===== config.mk =====
export PLATFORM = sky130hd
export DESIGN_NAME = reset_and_clock_source_ctrl
export DESIGN_NICKNAME = d
export VERILOG_FILES = /design/src/rst_clk_pkg.sv /design/src/reset_and_clock_source_ctrl.sv
export VERILOG_INCLUDE_DIRS = /design/src
export SDC_FILE = /design/constraint.sdc
export NUM_CORES = 1
export LEC_CHECK = 0
export BUFFER_PORTS_ARGS = -buffer_cell sky130_fd_sc_hd__buf_2
export CORE_MARGIN = 2
export CORE_UTILIZATION = 35
export CTS_CLUSTER_SIZE = 20
export DETAILED_ROUTE_END_ITERATION = 8
export GPL_TIMING_DRIVEN = 0
export PLACE_DENSITY_LB_ADDON = 0.1
export SLEW_MARGIN = 20
export SYNTH_ARGS = -nofsm -noshare
export SYNTH_HDL_FRONTEND = slang
export SYNTH_SLANG_ARGS = --single-unit

===== constraint.sdc =====
create_clock -name clk_sys_i -period 4.1 [get_ports clk_sys_i]
set_clock_uncertainty 0.15 [all_clocks]
set_input_delay 0.205 -clock clk_sys_i [delete_from_list [all_inputs] [get_ports clk_sys_i]]
set_output_delay 0.205 -clock clk_sys_i [all_outputs]
set_load 0.02 [all_outputs]

===== src/rst_clk_cfg.svh =====
`ifndef RST_CLK_CFG_SVH
`define RST_CLK_CFG_SVH

// Register map, word addresses on the plain register port
`define ADDR_BROWNOUT_CTRL   4'h0
`define ADDR_RESET_CAUSE     4'h1
`define ADDR_SW_RESET0       4'h2
`define ADDR_SW_RESET1       4'h3
`define ADDR_SW_RESET2       4'h4
`define ADDR_WDOG_LOAD       4'h5
`define ADDR_WDOG_CTRL       4'h6
`define ADDR_WDOG_VALUE      4'h7
`define ADDR_REG_CTRL        4'h8
`define ADDR_CLOCK_CONFIG    4'h9

// Field positions
`define BO_INT_EN_BIT        0
`define BO_RESET_SEL_BIT     1
`define CAUSE_EXT_BIT        0
`define CAUSE_POR_BIT        1
`define CAUSE_BO_BIT         2
`define CAUSE_SW_BIT         3
`define CAUSE_WD_BIT         4
`define WD_EN_BIT            0
`define WD_RESEN_BIT         1
`define WD_INTCLR_BIT        2
`define CLK_SKIP_BIT         11
`define CLK_SRC_LSB          4
`define CLK_SRC_MSB          5
`define CLK_SRC_EXT_LSB      12
`define CLK_SRC_EXT_MSB      14
`define CLK_EXT_USE_BIT      15
`define CLK_MAIN_OSC_OFF_BIT     0

// Reset values
`define RST_CLOCK_CONFIG     16'h0811
`define RST_WDOG_LOAD        32'hffff_ffff
`define RST_REGULATOR_VOLTAGE_ADJUST             6'h00

// Oscillator source encodings
`define SRC_MAIN             2'h0
`define SRC_INT              2'h1
`define SRC_INT_DIV4         2'h2
`define SRC_LOW30K           2'h3
`define SRC_EXT_RTC          3'h7

// Internal reset pulse length
`define RESET_PULSE_NS       160
`define RESET_PULSE_CYC      (`RESET_PULSE_NS / 10)

`endif


===== src/rst_clk_pkg.sv =====
package rst_clk_pkg;
	typedef enum logic [2:0] {
		CLK_MAIN, CLK_PLL, CLK_INT, CLK_INT_DIV4, CLK_LOW30K, CLK_EXT_RTC
	} clk_sel_type;

	typedef enum logic [1:0] {WD_IDLE, WD_FIRST, WD_SECOND} wd_state_type;

	typedef struct packed {
		logic [3:0]  addr;
		logic [31:0] wdata;
		logic        wr;
		logic        rd;
	} reg_req_type;

	typedef struct packed {
		logic       core_rst;
		logic       periph_rst;
		logic [31:0] periph_sw_rst0;
		logic [31:0] periph_sw_rst1;
		logic [31:0] periph_sw_rst2;
	} reset_out_type;

	typedef struct packed {
		logic [1:0]   bo_ctrl;
		logic [4:0]   cause;
		logic [31:0]  sw_rst0;
		logic [31:0]  sw_rst1;
		logic [31:0]  sw_rst2;
		logic [31:0]  wd_load;
		logic [31:0]  wd_count;
		logic [1:0]   wd_ctrl;
		wd_state_type wd_state;
		logic         wd_int;
		logic [5:0]   regulator_voltage_adjust;
		logic [15:0]  clk_cfg;
		logic [7:0]   pulse_cnt;
		logic         rst_act;
		logic         bo_hold;
		logic         bo_int;
		logic [31:0]  rdata;
		logic         por_done;
		logic [1:0]   bo_sync;
	} state_type;
endpackage : rst_clk_pkg


===== src/reset_and_clock_source_ctrl.sv =====
`timescale 1ns/1ps
`default_nettype none
`include "rst_clk_cfg.svh"
// Behaviour
// Brown-out reset disabled until software enables
// Brown-out raises interrupt or reset
// Brown-out resets only when select bit set
// Reset held while supply not good
// Cause register records brown-out reset
// Three peripheral reset registers, held while set
// Reset bits map like clock-gating bits
// Peripheral reset hits all its clock domains
// Core request resets whole system
// Watchdog interrupt first, reset second time-out
// Reload counter after first time-out
// Reset only if interrupt uncleared, enabled
// Regulator voltage-adjust field is writable
// Internal oscillator selected after reset
// Software settles main oscillator before switching
// Mux offers oscillators, PLL, internal div four
// Software keeps PLL reference in range
// Skip set: source field picks clock
// PLL used when skip clear, source main
// Extended source 0x7 selects real-time oscillator
// Main oscillator may power down on 30 kHz
// Cause bits sticky; pin reset clears others
// Internal reset pulses last fixed cycles
module reset_and_clock_source_ctrl
	import rst_clk_pkg::*;
(
	input  wire logic          clk_sys_i,
	input  wire logic          reset_n_i,
	input  wire logic          clk_en_i,
	input  wire logic          por_i,
	input  wire logic          ext_reset_n_i,
	input  wire logic          supply_good_i,
	input  wire logic          system_reset_request_i,
	input  wire reg_req_type   reg_req_i,
	output logic [31:0]        reg_rdata_o,
	output reset_out_type      reset_o,
	output logic               brownout_irq_o,
	output logic               watchdog_irq_o,
	output clk_sel_type        clk_sel_o,
	output logic               main_osc_pd_o,
	output logic [5:0]         regulator_voltage_adjust_o
);

	state_type q;
	state_type d;

	// ======================================================
	// Helpers
	// ======================================================
	function automatic logic [31:0] clear_on_write(input logic [31:0] cur,
		input logic hit, input logic [31:0] wv);
		clear_on_write = hit ? (cur & ~wv) : cur;
	endfunction : clear_on_write

	function automatic clk_sel_type decode_clock(input logic [15:0] cfg);
		clk_sel_type s;
		s = CLK_INT;
		if (cfg[`CLK_EXT_USE_BIT] && cfg[`CLK_SKIP_BIT] &&
			cfg[`CLK_SRC_EXT_MSB:`CLK_SRC_EXT_LSB] == `SRC_EXT_RTC) begin
			s = CLK_EXT_RTC;
		end else begin
			case (cfg[`CLK_SRC_MSB:`CLK_SRC_LSB])
				`SRC_MAIN:     s = cfg[`CLK_SKIP_BIT] ? CLK_MAIN : CLK_PLL;
				`SRC_INT:      s = CLK_INT;
				`SRC_INT_DIV4: s = CLK_INT_DIV4;
				`SRC_LOW30K:   s = CLK_LOW30K;
				default:       s = CLK_INT;
			endcase
		end
		decode_clock = s;
	endfunction : decode_clock

	// ======================================================
	// Next state
	// ======================================================
	logic pin_reset;
	logic bo_sync_ok;
	logic wd_zero;
	logic wd_fire;
	logic bo_fire;
	logic wr_hit_wctl;
	logic [4:0] cause_set;

	always_comb begin
		d = q;
		pin_reset   = por_i || !ext_reset_n_i;
		bo_sync_ok  = q.bo_sync[1];
		wd_zero     = (q.wd_count == 32'h0000_0000);
		wd_fire     = 1'b0;
		bo_fire     = 1'b0;
		cause_set   = 5'h00;
		wr_hit_wctl = reg_req_i.wr && reg_req_i.addr == `ADDR_WDOG_CTRL;
		d.rdata     = 32'h0000_0000;

		// Supply-good passes two flops; the pin is asynchronous
		d.bo_sync = {q.bo_sync[0], supply_good_i};

		// Brown-out: interrupt or reset by the select bit
		if (!bo_sync_ok) begin
			if (q.bo_ctrl[`BO_RESET_SEL_BIT]) begin
				bo_fire = 1'b1;
			end else if (q.bo_ctrl[`BO_INT_EN_BIT]) begin
				d.bo_int = 1'b1;
			end
		end

		// Watchdog down-counter
		if (q.wd_ctrl[`WD_EN_BIT]) begin
			if (wd_zero) begin
				d.wd_count = q.wd_load;
				case (q.wd_state)
					WD_IDLE: begin
						d.wd_state = WD_FIRST;
						d.wd_int   = 1'b1;
					end
					WD_FIRST: begin
						if (q.wd_int && q.wd_ctrl[`WD_RESEN_BIT]) begin
							wd_fire = 1'b1;
						end
					end
					default: d.wd_state = WD_IDLE;
				endcase
			end else begin
				d.wd_count = q.wd_count - 32'h0000_0001;
			end
		end

		// Register writes
		if (reg_req_i.wr) begin
			case (reg_req_i.addr)
				`ADDR_BROWNOUT_CTRL: d.bo_ctrl  = reg_req_i.wdata[1:0];
				`ADDR_SW_RESET0:     d.sw_rst0  = reg_req_i.wdata;
				`ADDR_SW_RESET1:     d.sw_rst1  = reg_req_i.wdata;
				`ADDR_SW_RESET2:     d.sw_rst2  = reg_req_i.wdata;
				`ADDR_WDOG_LOAD: begin
					d.wd_load  = reg_req_i.wdata;
					d.wd_count = reg_req_i.wdata;
				end
				`ADDR_WDOG_CTRL:     d.wd_ctrl  = reg_req_i.wdata[1:0];
				`ADDR_REG_CTRL:      d.regulator_voltage_adjust     = reg_req_i.wdata[5:0];
				`ADDR_CLOCK_CONFIG:  d.clk_cfg  = reg_req_i.wdata[15:0];
				`ADDR_RESET_CAUSE:   d.cause    = 5'(clear_on_write(
					{27'h0, q.cause}, 1'b1, reg_req_i.wdata));
				default: ;
			endcase
			if (reg_req_i.addr == `ADDR_BROWNOUT_CTRL && reg_req_i.wdata[2]) begin
				d.bo_int = 1'b0;
			end
		end
		// Interrupt clear, but a new time-out in the same cycle wins
		if (wr_hit_wctl && reg_req_i.wdata[`WD_INTCLR_BIT] &&
			!(wd_zero && q.wd_state == WD_IDLE && q.wd_ctrl[`WD_EN_BIT])) begin
			d.wd_int   = 1'b0;
			d.wd_state = WD_IDLE;
		end

		// Reads: data stand in the next cycle
		if (reg_req_i.rd) begin
			case (reg_req_i.addr)
				`ADDR_BROWNOUT_CTRL: d.rdata = {29'h0, q.bo_int, q.bo_ctrl};
				`ADDR_RESET_CAUSE:   d.rdata = {27'h0, q.cause};
				`ADDR_SW_RESET0:     d.rdata = q.sw_rst0;
				`ADDR_SW_RESET1:     d.rdata = q.sw_rst1;
				`ADDR_SW_RESET2:     d.rdata = q.sw_rst2;
				`ADDR_WDOG_LOAD:     d.rdata = q.wd_load;
				`ADDR_WDOG_CTRL:     d.rdata = {29'h0, q.wd_int, q.wd_ctrl};
				`ADDR_WDOG_VALUE:    d.rdata = q.wd_count;
				`ADDR_REG_CTRL:      d.rdata = {26'h0, q.regulator_voltage_adjust};
				`ADDR_CLOCK_CONFIG:  d.rdata = {16'h0, q.clk_cfg};
				default:             d.rdata = 32'h0000_0000;
			endcase
		end

		// System reset sources: cause bits set, pulse starts
		if (bo_fire) begin
			cause_set[`CAUSE_BO_BIT] = 1'b1;
			// Select bit is cleared by the reset itself, so remember the source
			d.bo_hold = 1'b1;
		end
		if (system_reset_request_i) begin
			cause_set[`CAUSE_SW_BIT] = 1'b1;
		end
		if (wd_fire) begin
			cause_set[`CAUSE_WD_BIT] = 1'b1;
		end
		if (cause_set != 5'h00) begin
			d.cause     = q.cause | cause_set;
			d.rst_act   = 1'b1;
			d.pulse_cnt = 8'(`RESET_PULSE_CYC);
		end else if (q.rst_act) begin
			if (q.pulse_cnt != 8'h00) begin
				d.pulse_cnt = q.pulse_cnt - 8'h01;
			end else if (bo_sync_ok || !q.bo_hold) begin
				d.rst_act = 1'b0;
				d.bo_hold = 1'b0;
			end
		end

		// Internal reset clears control except the regulator adjust field, and keeps sticky cause bits
		if (q.rst_act) begin
			d.bo_ctrl  = 2'b00;
			d.sw_rst0  = 32'h0000_0000;
			d.sw_rst1  = 32'h0000_0000;
			d.sw_rst2  = 32'h0000_0000;
			d.wd_ctrl  = 2'b00;
			d.wd_int   = 1'b0;
			d.wd_state = WD_IDLE;
			d.wd_load  = `RST_WDOG_LOAD;
			d.wd_count = `RST_WDOG_LOAD;
			d.clk_cfg  = `RST_CLOCK_CONFIG;
			d.bo_int   = 1'b0;
		end
		// Pin or power-on reset leaves only its own cause bit
		if (pin_reset) begin
			d.cause = 5'h00;
			d.cause[`CAUSE_POR_BIT] = por_i;
			d.cause[`CAUSE_EXT_BIT] = !por_i;
		end
	end

	// ======================================================
	// State register
	// ======================================================
	always_ff @(posedge clk_sys_i) begin
		if (!reset_n_i) begin
			q          <= '0;
			q.clk_cfg  <= `RST_CLOCK_CONFIG;
			q.wd_load  <= `RST_WDOG_LOAD;
			q.wd_count <= `RST_WDOG_LOAD;
			q.regulator_voltage_adjust     <= `RST_REGULATOR_VOLTAGE_ADJUST;
			q.cause[`CAUSE_POR_BIT] <= 1'b1;
			q.bo_sync  <= 2'b11;
		end else if (clk_en_i) begin
			q <= d;
		end
	end

	// ======================================================
	// Outputs
	// ======================================================
	// Cause register holds through internal resets, so core sees it after restart
	always_comb begin
		reset_o.core_rst       = q.rst_act;
		reset_o.periph_rst     = q.rst_act;
		// One bit drives every clock-domain reset of its unit
		reset_o.periph_sw_rst0 = q.sw_rst0 | {32{q.rst_act}};
		reset_o.periph_sw_rst1 = q.sw_rst1 | {32{q.rst_act}};
		reset_o.periph_sw_rst2 = q.sw_rst2 | {32{q.rst_act}};
	end

	assign reg_rdata_o                = q.rdata;
	assign brownout_irq_o             = q.bo_int;
	assign watchdog_irq_o             = q.wd_int;
	assign clk_sel_o                  = decode_clock(q.clk_cfg);
	assign main_osc_pd_o              = q.clk_cfg[`CLK_MAIN_OSC_OFF_BIT] &&
		clk_sel_o != CLK_MAIN && clk_sel_o != CLK_PLL;
	assign regulator_voltage_adjust_o = q.regulator_voltage_adjust;
endmodule : reset_and_clock_source_ctrl
`default_nettype wire


# Word-level counts from Yosys, hierarchy flattened
# Index checks and enable logic that the tools add are counted.
[op_classes] n_reduce_logical=51 addsub=2 n_eq_ne=16 bitwise=6 mux=49
[ops] cell="one-hot mux 32 bit (10 select lines)" n=1
[ops] cell="2-to-1 mux 32 bit" n=6
[ops] cell="2-to-1 mux 169 bit" n=1
[ops] cell="2-to-1 mux 165 bit" n=1
[ops] cell="OR 32 bit" n=3
[ops] cell="2-to-1 mux 64 bit" n=1
[ops] cell="2-to-1 mux 16 bit" n=3
[ops] cell="logical NOT 32 bit" n=1
[ops] cell="subtractor 32 x 1 -> 32 bit, second input constant" n=1
[ops] cell="AND reduction 3 bit" n=10
[ops] cell="nonzero test 3 bit" n=7
[ops] cell="nonzero test 2 bit" n=10
[ops] cell="2-to-1 mux 1 bit" n=19
[ops] cell="== test 4 x 3 -> 1 bit, second input constant" n=4
[ops] cell="2-to-1 mux 5 bit" n=3
[ops] cell="2-to-1 mux 3 bit" n=4
[ops] cell="one-hot mux 3 bit (4 select lines)" n=1
[ops] cell="logical AND 1 bit" n=11
[ops] cell="2-to-1 mux 10 bit" n=1
[ops] cell="2-to-1 mux 2 bit" n=5
[ops] cell="2-to-1 mux 9 bit" n=1
[ops] cell="== test 4 x 2 -> 1 bit, second input constant" n=2
[ops] cell="== test 4 bit, second input constant" n=2
[ops] cell="2-to-1 mux 8 bit" n=1
[ops] cell="other kinds (17)" n=25
[word_totals] inputBits=45 register_bits=239 output_inout_bits=142

# Longest topological paths before layout
# Gate-level depths: netlist of run 1.
[depth] word_depth=9 mapped_depth=9

# Least setup slack after synthesis of run 1
# OpenSTA, ideal clock, no wires.
[synth_timing] kind="flip-flop to flip-flop" from="reg q[74] in the netlist's numbering" to="reg q[104] in the netlist's numbering" arrival_ns=2.520 n_path_buf=1 slack_ns=1.311 synth_period_minus_slack_ns=2.789 t_required_ns=3.831 stages_incl_launch_ff=10 path_cell_list="dfxtp_1 -> inv_1 -> ha_1 -> nor4b_1 -> nand4_1 -> or4_1 -> buf_2 -> mux2_1 -> a31oi_1 -> o21ai_1"
[synth_between] elab_chain_len=6 word_cells_on_any_way=7
[synth_lines] element="start, declared" line_no="reset_and_clock_source_ctrl.sv:48" text="state_type q;"
[synth_lines] element="subtractor 32 x 1 -> 32 bit / logical NOT 32 bit (equally long branches)" line_no="reset_and_clock_source_ctrl.sv:128, reset_and_clock_source_ctrl.sv:92"
[synth_lines] element="2-to-1 mux 32 bit *" line_no="reset_and_clock_source_ctrl.sv:113" text="if (wd_zero) begin"
[synth_lines] element="2-to-1 mux 32 bit *" line_no="reset_and_clock_source_ctrl.sv:112" text="if (q.wd_ctrl[`WD_EN_BIT]) begin"
[synth_lines] element="2-to-1 mux 64 bit" line_no="reset_and_clock_source_ctrl.sv:134" text="case (reg_req_i.addr)"
[synth_lines] element="2-to-1 mux 169 bit *" line_no="reset_and_clock_source_ctrl.sv:133" text="if (reg_req_i.wr) begin"
[synth_lines] element="2-to-1 mux 165 bit *" line_no="reset_and_clock_source_ctrl.sv:204" text="if (q.rst_act) begin"
# Mark *: on every way between the ends. The rest lies on a longest branch, timed or not. The select of a mux whose other input is x is not followed.
# A chain may end at the register's enable or synchronous reset.

# Worst setup path in the final report of run 1
[layout_timing] from="reg q[74] in the netlist's numbering" to="reg q[103] in the netlist's numbering"
# Same word-level chain as after synthesis.

==> results of run 1 <==
## critical path: cells and delay by family (launching register included)
kind | cells | cell delay [ns]
simple gates | 4 | 2.49
buf+inv | 1 | 0.11
compound gates | 2 | 0.51
fa+ha+maj | 1 | 0.20
flops | 1 | 0.38
## Yosys cell counts, types with 5 or more instances
cell type	instances	share of area (%)
dfxtp_1	238	38
o22ai_1	23	1.2
nand4_1	11	0.55
and3_1	6	0.30
o211ai_1	6	0.36
o41ai_1	5	0.35
ha_1	6	0.60
nand2_1	111	3.4
a311o_1	5	0.40
a22oi_1	53	3.2
buf_1	8	0.24
nor3_1	40	1.6
inv_1	14	0.42
a21o_1	5	0.30
o21ai_1	7	0.28
or4_1	12	0.73
or3_1	16	0.81
nor2b_1	8	0.40
a31oi_1	68	3.4
nand3_1	33	1.3
or2_2	103	5.2
nand2b_1	8	0.40
buf_4	40	2.4
clkbuf_1	129	3.9
a21oi_1	156	6.3
mux2i_1	12	0.97
o221ai_1	5	0.35
buf_2	6	0.24
nor4_1	15	0.76
o31ai_1	11	0.67
nor2_1	310	9.4
a222oi_1	33	2.7
o21ai_0	59	2.4
## layout make-up
class	instances	share of cell area, %
multi-input combinational	1209	44.2
sequential	238	31.2
timing repair buffer	219	8.40
buffer	186	5.67
clock buffer	41	5.58
tap	455	3.73
clock inverter	8	0.812
inverter	15	0.369
antenna	1	0.0164
## cells by family after synthesis
kind of cell | synth area share, %
simple gates | 26.8
fa+ha+maj | 0.605
buf+inv | 7.43
flops | 38.4
mux | 1.15
compound gates | 25.6
## worst paths after layout
path,startpoint,endpoint,slack [ns]
max,q[74],q[103],0.11
min,reg_req_i[0],reg_rdata_o[2],0.1
max reg2reg,q[74],q[103],0.11
min reg2reg,reg_rdata_o[1],reg_rdata_o[1],0.32
## metrics by stage
step                      cell area [um^2]  hold slack [ns]  util (%)  setup TNS, ns
after floorplan                      12400            0.179         -              0
after global placement               13900            0.278      40.0          -1.39
after detailed placement             13900            0.290      40.1              0
after CTS                            15300           0.0604      44.0              0
after global routing                 15300           0.0978      44.0              0
final                                15300           0.0954      44.0              0
## flip-flops by register name, indices dropped and copies added, names as in the netlist
signal and cells:
regulator_voltage_adjust_o 6, watchdog_irq_o 1, reg_rdata_o 32, bo_sync_ok 1, d 1, q 195
reset_o 1, brownout_irq_o 1
## routing by layer
layer	part of all wire (%)	up-vias	global-route usage (%)
met5	0	-	0
met4	3.9	0	12.5
met3	10	124	5.53
met2	43	882	50.4
met1	43	6893	46.3
li1	-	6407	-
## power by group
part | switching (W) | leakage [nW] | total (W) | internal [W]
sequential | 0.0000517 | 1.93 | 0.00241 | 0.00236
combinational | 0.000586 | 3.74 | 0.000843 | 0.000257
clock | 0.00107 | 0.475 | 0.00269 | 0.00162
==> key figures, run 1 <==
Power
  – Final Power: a little under 0.006 W
  – Leak pwr: 6.14 nW
  – Power Density: 389 mW/mm^2
  – Max VDD drop: about 0.00035 V

Global routing
  – Number of global-route vias before repair: 13,313
  – Final global-route overflow total: 0
  – Largest net degree at the start of global routing: 15
  – First-pass GRT wire length: 89.3 mm
  – GRT Util Overall: about a third
  – Initial antenna violation count: 1

STA
  – Max Clk Rate: roughly 250 MHz
  – Final period utilization: about 97%
  – Pins Over Slew Limit: 0
  – Post-route setup slack: around 0.11 ns
  – Worst-Margin Slew: about 1.4 ns
  – Final Hold Viols: 0
  – Final min period: around 4 ns
  – Unrepaired setup endpoints after global routing: false
  – Slew margin rel.: 9.39%
  – # setup viols final: 0

Worst setup path
  – Critical path class: reg -> reg
  – CP Cell Sequence: inv_1 -> ha_1 -> nor4b_1 -> nand2_1 -> nor3_2 -> nand2_1 -> o31ai_1 -> a21oi_1
  – Most used cell along the critical path: nand2_1
  – Startpoint Class: flop
  – Worst endpoint data arrival time: 4.26 ns
  – FF-to-FF path depth: 8
  – Slowest stage delay, CP: between 0.8 and 0.9 ns
  – Crit-path max FO: 8
  – CP endpoint kind: flop
  – Critical path required time: ~4.4 ns
  – CP max-delay cell: nor4b_1

Drt
  – Initial DRC count: 1,689
  – Post-DR wirelength/cell: about 26 um
  – DRT Wirelength: 62.4 mm
  – Post-route ant nets: 0
  – Vias per Instance: around 6.0
  – Vias: 14,306
  – Drt pass-1 iters: 7
  – Post-route DRC violation count: 0

Floorplanning
  – Die Wd: 192 um
  – Initial Util: between 30% and 40%
  – Chip height: 192 um
  – Ports: 187
  – Die area: roughly 0.037 mm^2
  – Rows: 68
  – CORE AREA: around 0.035 mm^2

Final layout
  – Layout cells sized above 1: a little over 20%
  – Most frequent cells in the layout: nor2_1, dfxtp_1, buf_2
  – Non-Filler Instances: between 2,000 and 2,500
  – Layout area overhead: 22.9%
  – Nets: approximately 1,900
  – Fillers: 3,665
  – Commonest non-fill, non-tap cell in the layout: nor2_1
  – FF/Latch Area: around 0.0048 mm^2
  – Multi-input logic area: just under 0.007 mm^2

Placed design
  – Pre-CTS setup slack: about 0.17 ns
  – Port Buffers: 181
  – Routability Congestion: between 1 and 1.5
  – Final HPWL DP: 45.3 mm
  – Placed cells: ~2,300

Outcome
  – Outcome: finished, final reports clean

Yosys
  – Yosys Warn Count: 0
  – Post-synthesis sequential area ratio: 38.4%
  – Synth cell types: 75
  – Top_reg_cell synth: dfxtp_1
  – Post-synthesis cell count: around 1,600
  – Number of synthesized register bits: 238
  – Post-Syn Area per Cell: about 7.5 um^2
  – Mapped Nets: 1,699
  – EDFF count, synth: 0
  – Area of the mapped netlist: 0.0124 mm^2
  – Post-synth ARST share: 0%

Clock tree
  – Clk sinks: between 200 and 250
  – CTS-repair resized insts: 0
  – Clk_lat worst skew: around 0.57 ns
  – H-tree depth: 1
  – CTS max path bufs: 3
  – Cts hold-fix bufs: 37
  – Num CTS Buffers: 29
  – Post-CTS setup buffer count: 0
  – TritonCTS clock tree: done
  – Clk root buf: clkbuf_16
  – Clk slew on worst S/H paths: about 0.06 ns

Hold path
  – WHS Path Cells: 4
  – Hold Path Class: in -> reg

Job
  – Max-cap violations: 0
Note: power is estimated with default switching activity, not from simulation.
==> inputs of run 2 (changes only) <==
CORE_MARGIN = 5   (was 2)
==> run 2 against run 1 <==
  * Combinational power increased by 0.7%
  * Highest routed layer unchanged
  * Largest cell class unchanged
  * First-iteration DRC count grew 3.2%
  * Sequential share of layout area increased by 0.15 points
  * Critical path type is now reg -> out
  * Sequential cell count unchanged
  * Power decreased by 3.7%
  * Clock-buffer cell count increased by 4
  * Cell count rose by 0.38%
  * Hold slack improved by 0.0036 ns
  * Core utilization is 0.95 points lower
  * Cell area shrank 0.48%
  * Global-route usage fell by 1.6 points
==> key figures, run 2 (synthesis results as in run 1) <==
Final layout
  – Non-Filler Instances: ~2,400
  – Largest register FFs: 195
  – Nets: about 2,000
  – Biggest register: q
  – Commonest non-fill, non-tap cell in the layout: nor2_1
  – Fin util: ~43%
  – Fillers: between 3,000 and 4,000
  – Layout cells sized above 1: 20.5%
  – Layout area overhead: 22.3%
  – Most frequent cells in the layout: nor2_1, dfxtp_1, buf_2

Worst setup path
  – Critical path origin: reset_o[96]
  – Critical path required time: around 3.7 ns
  – Worst flop-to-flop path startpoint: q[78]
  – Crit-path max FO: 10
  – Startpoint Class: flop
  – R2r endpoint: q[103]
  – Worst endpoint data arrival time: about 3.5 ns
  – FF-to-FF path depth: 6
  – CP endpoint kind: primary output
  – Critical path class: reg -> out
  – R2R Setup Slk: around 0.33 ns

Global routing
  – Final global-route overflow total: 0
  – Number of global-route vias before repair: 13,481
  – GRT Util Overall: a little under a third
  – Largest net degree at the start of global routing: 15
  – First-pass GRT wire length: approximately 90 mm
  – Initial antenna violation count: 0

STA
  – Final period utilization: between 90% and 100%
  – TNS Setup: 0 ns
  – Worst-Margin Slew: ~1.3 ns
  – Post-route setup slack: between 0.2 and 0.25 ns
  – Unrepaired setup endpoints after global routing: false
  – Final min period: about 3.9 ns
  – Pins Over Slew Limit: 0
  – Final Hold Viols: 0
  – Slew margin rel.: between 10% and 20%
  – Max Clk Rate: 259 MHz
  – # setup viols final: 0

Power
  – Leak pwr: around 6 nW
  – Power Density: roughly 380 mW/mm^2
  – Max VDD drop: 0.000291 V

Placed design
  – Placed cells: about 2,300
  – Pre-CTS setup slack: between 0.2 and 0.25 ns
  – Final HPWL DP: 46.4 mm
  – Port Buffers: 181
  – Routability Congestion: around 1

Clock tree
  – TritonCTS clock tree: done
  – Clk root buf: clkbuf_16
  – Num CTS Buffers: 29
  – CTS max path bufs: 3
  – Clk slew on worst S/H paths: 0.06 ns
  – Post-CTS setup buffer count: 0
  – H-tree depth: 1
  – Clk_lat worst skew: 0.57 ns
  – Clk sinks: ~240

Drt
  – Vias: 14,256
  – Post-route DRC violation count: 0
  – Drt pass-1 iters: 7
  – DRT Wirelength: about 64 mm
  – Post-DR wirelength/cell: between 20 and 30 um
  – Vias per Instance: 5.99
  – Initial DRC count: between 1,500 and 2,000
  – Post-route ant nets: 0

Floorplanning
  – CORE AREA: 0.0353 mm^2
  – Initial Util: a little over a third
  – Die Wd: just under 200 um
  – Chip height: 198 um
  – Die area: 0.0393 mm^2
  – Ports: roughly 190
  – Rows: 69

Hold path
  – Worst hold endpoint: reg_rdata_o[1]
  – WHS Path Cells: 4
  – HP Start: reg_req_i[0]
  – Hold Path Class: in -> reg

Outcome
  – Outcome: finished, final reports clean

Job
  – Max-cap violations: 0
## run 2: cell types whose count changed in the layout (fill, tap and decap cells not counted), moves of 2 or more
cell and change:
clkbuf_8 -3, clkinvlp_4 -2, clkinv_2 +3, bufinv_16 -3, clkbuf_1 +7
## run 2: layout make-up
| type | count | area [um^2] | area share, % |
|---|---|---|---|
| Multi-Input combinational cell | 1209 | 6760 | 44.5 |
| Antenna cell | 1 | 2.50 | 0.0165 |
| Sequential cell | 238 | 4760 | 31.4 |
| Clock inverter | 6 | 33.8 | 0.222 |
| Timing Repair Buffer | 220 | 1290 | 8.51 |
| Inverter | 15 | 56.3 | 0.371 |
| Buffer | 186 | 866 | 5.70 |
| Clock buffer | 45 | 836 | 5.50 |
| Tap cell | 461 | 577 | 3.80 |
## run 2: stage by stage
step	power (W)	hold slack, ns	cell area, um^2
2_1_floorplan	0.00290	0.179	12400
3_3_place_gp	0.00326	0.282	13900
3_5_place_dp	0.00326	0.281	13900
4_1_cts	0.00570	0.0785	15200
5_1_grt	0.00587	0.110	15200
6_report	0.00572	0.0990	15200
## run 2: what timing repair did
item,4_1_cts,5_1_grt
setup endpoints to repair,0,3
hold buffers,37,0
gates resized for setup,0,1
endpoints found under the hold margin,143,0
## run 2: power by group
group | internal [W] | switching (W)
sequential | 0.00236 | 0.0000504
clock | 0.00139 | 0.00108
combinational | 0.000258 | 0.000591
## run 2: worst max-delay path by stage
stage / endpoint / slack (ns) / cells past startpoint
after floorplan: q[104] / 1.31 / 9
after global placement: q[103] / -0.32 / 8
after detailed placement: q[97] / 0.24 / 8
after CTS: q[103] / 0.25 / 8
after global routing: reset_o[34] / 0.17 / 5
final: reset_o[34] / 0.24 / 5
## run 2: routing by layer
layer / global-route usage [%] / share of wire (%)
met4: 10.2 / 3.5
met2: 47.3 / 43
met5: 0 / 0
met1: 44.4 / 44
met3: 7.11 / 10
## run 2: critical path: stages, from the launching register on
cell and delay (ns):
dfxtp_1 0.54, clkbuf_1 0.44, clkbuf_1 0.88, clkbuf_1 0.62
or2_2 0.28, buf_2 0.18
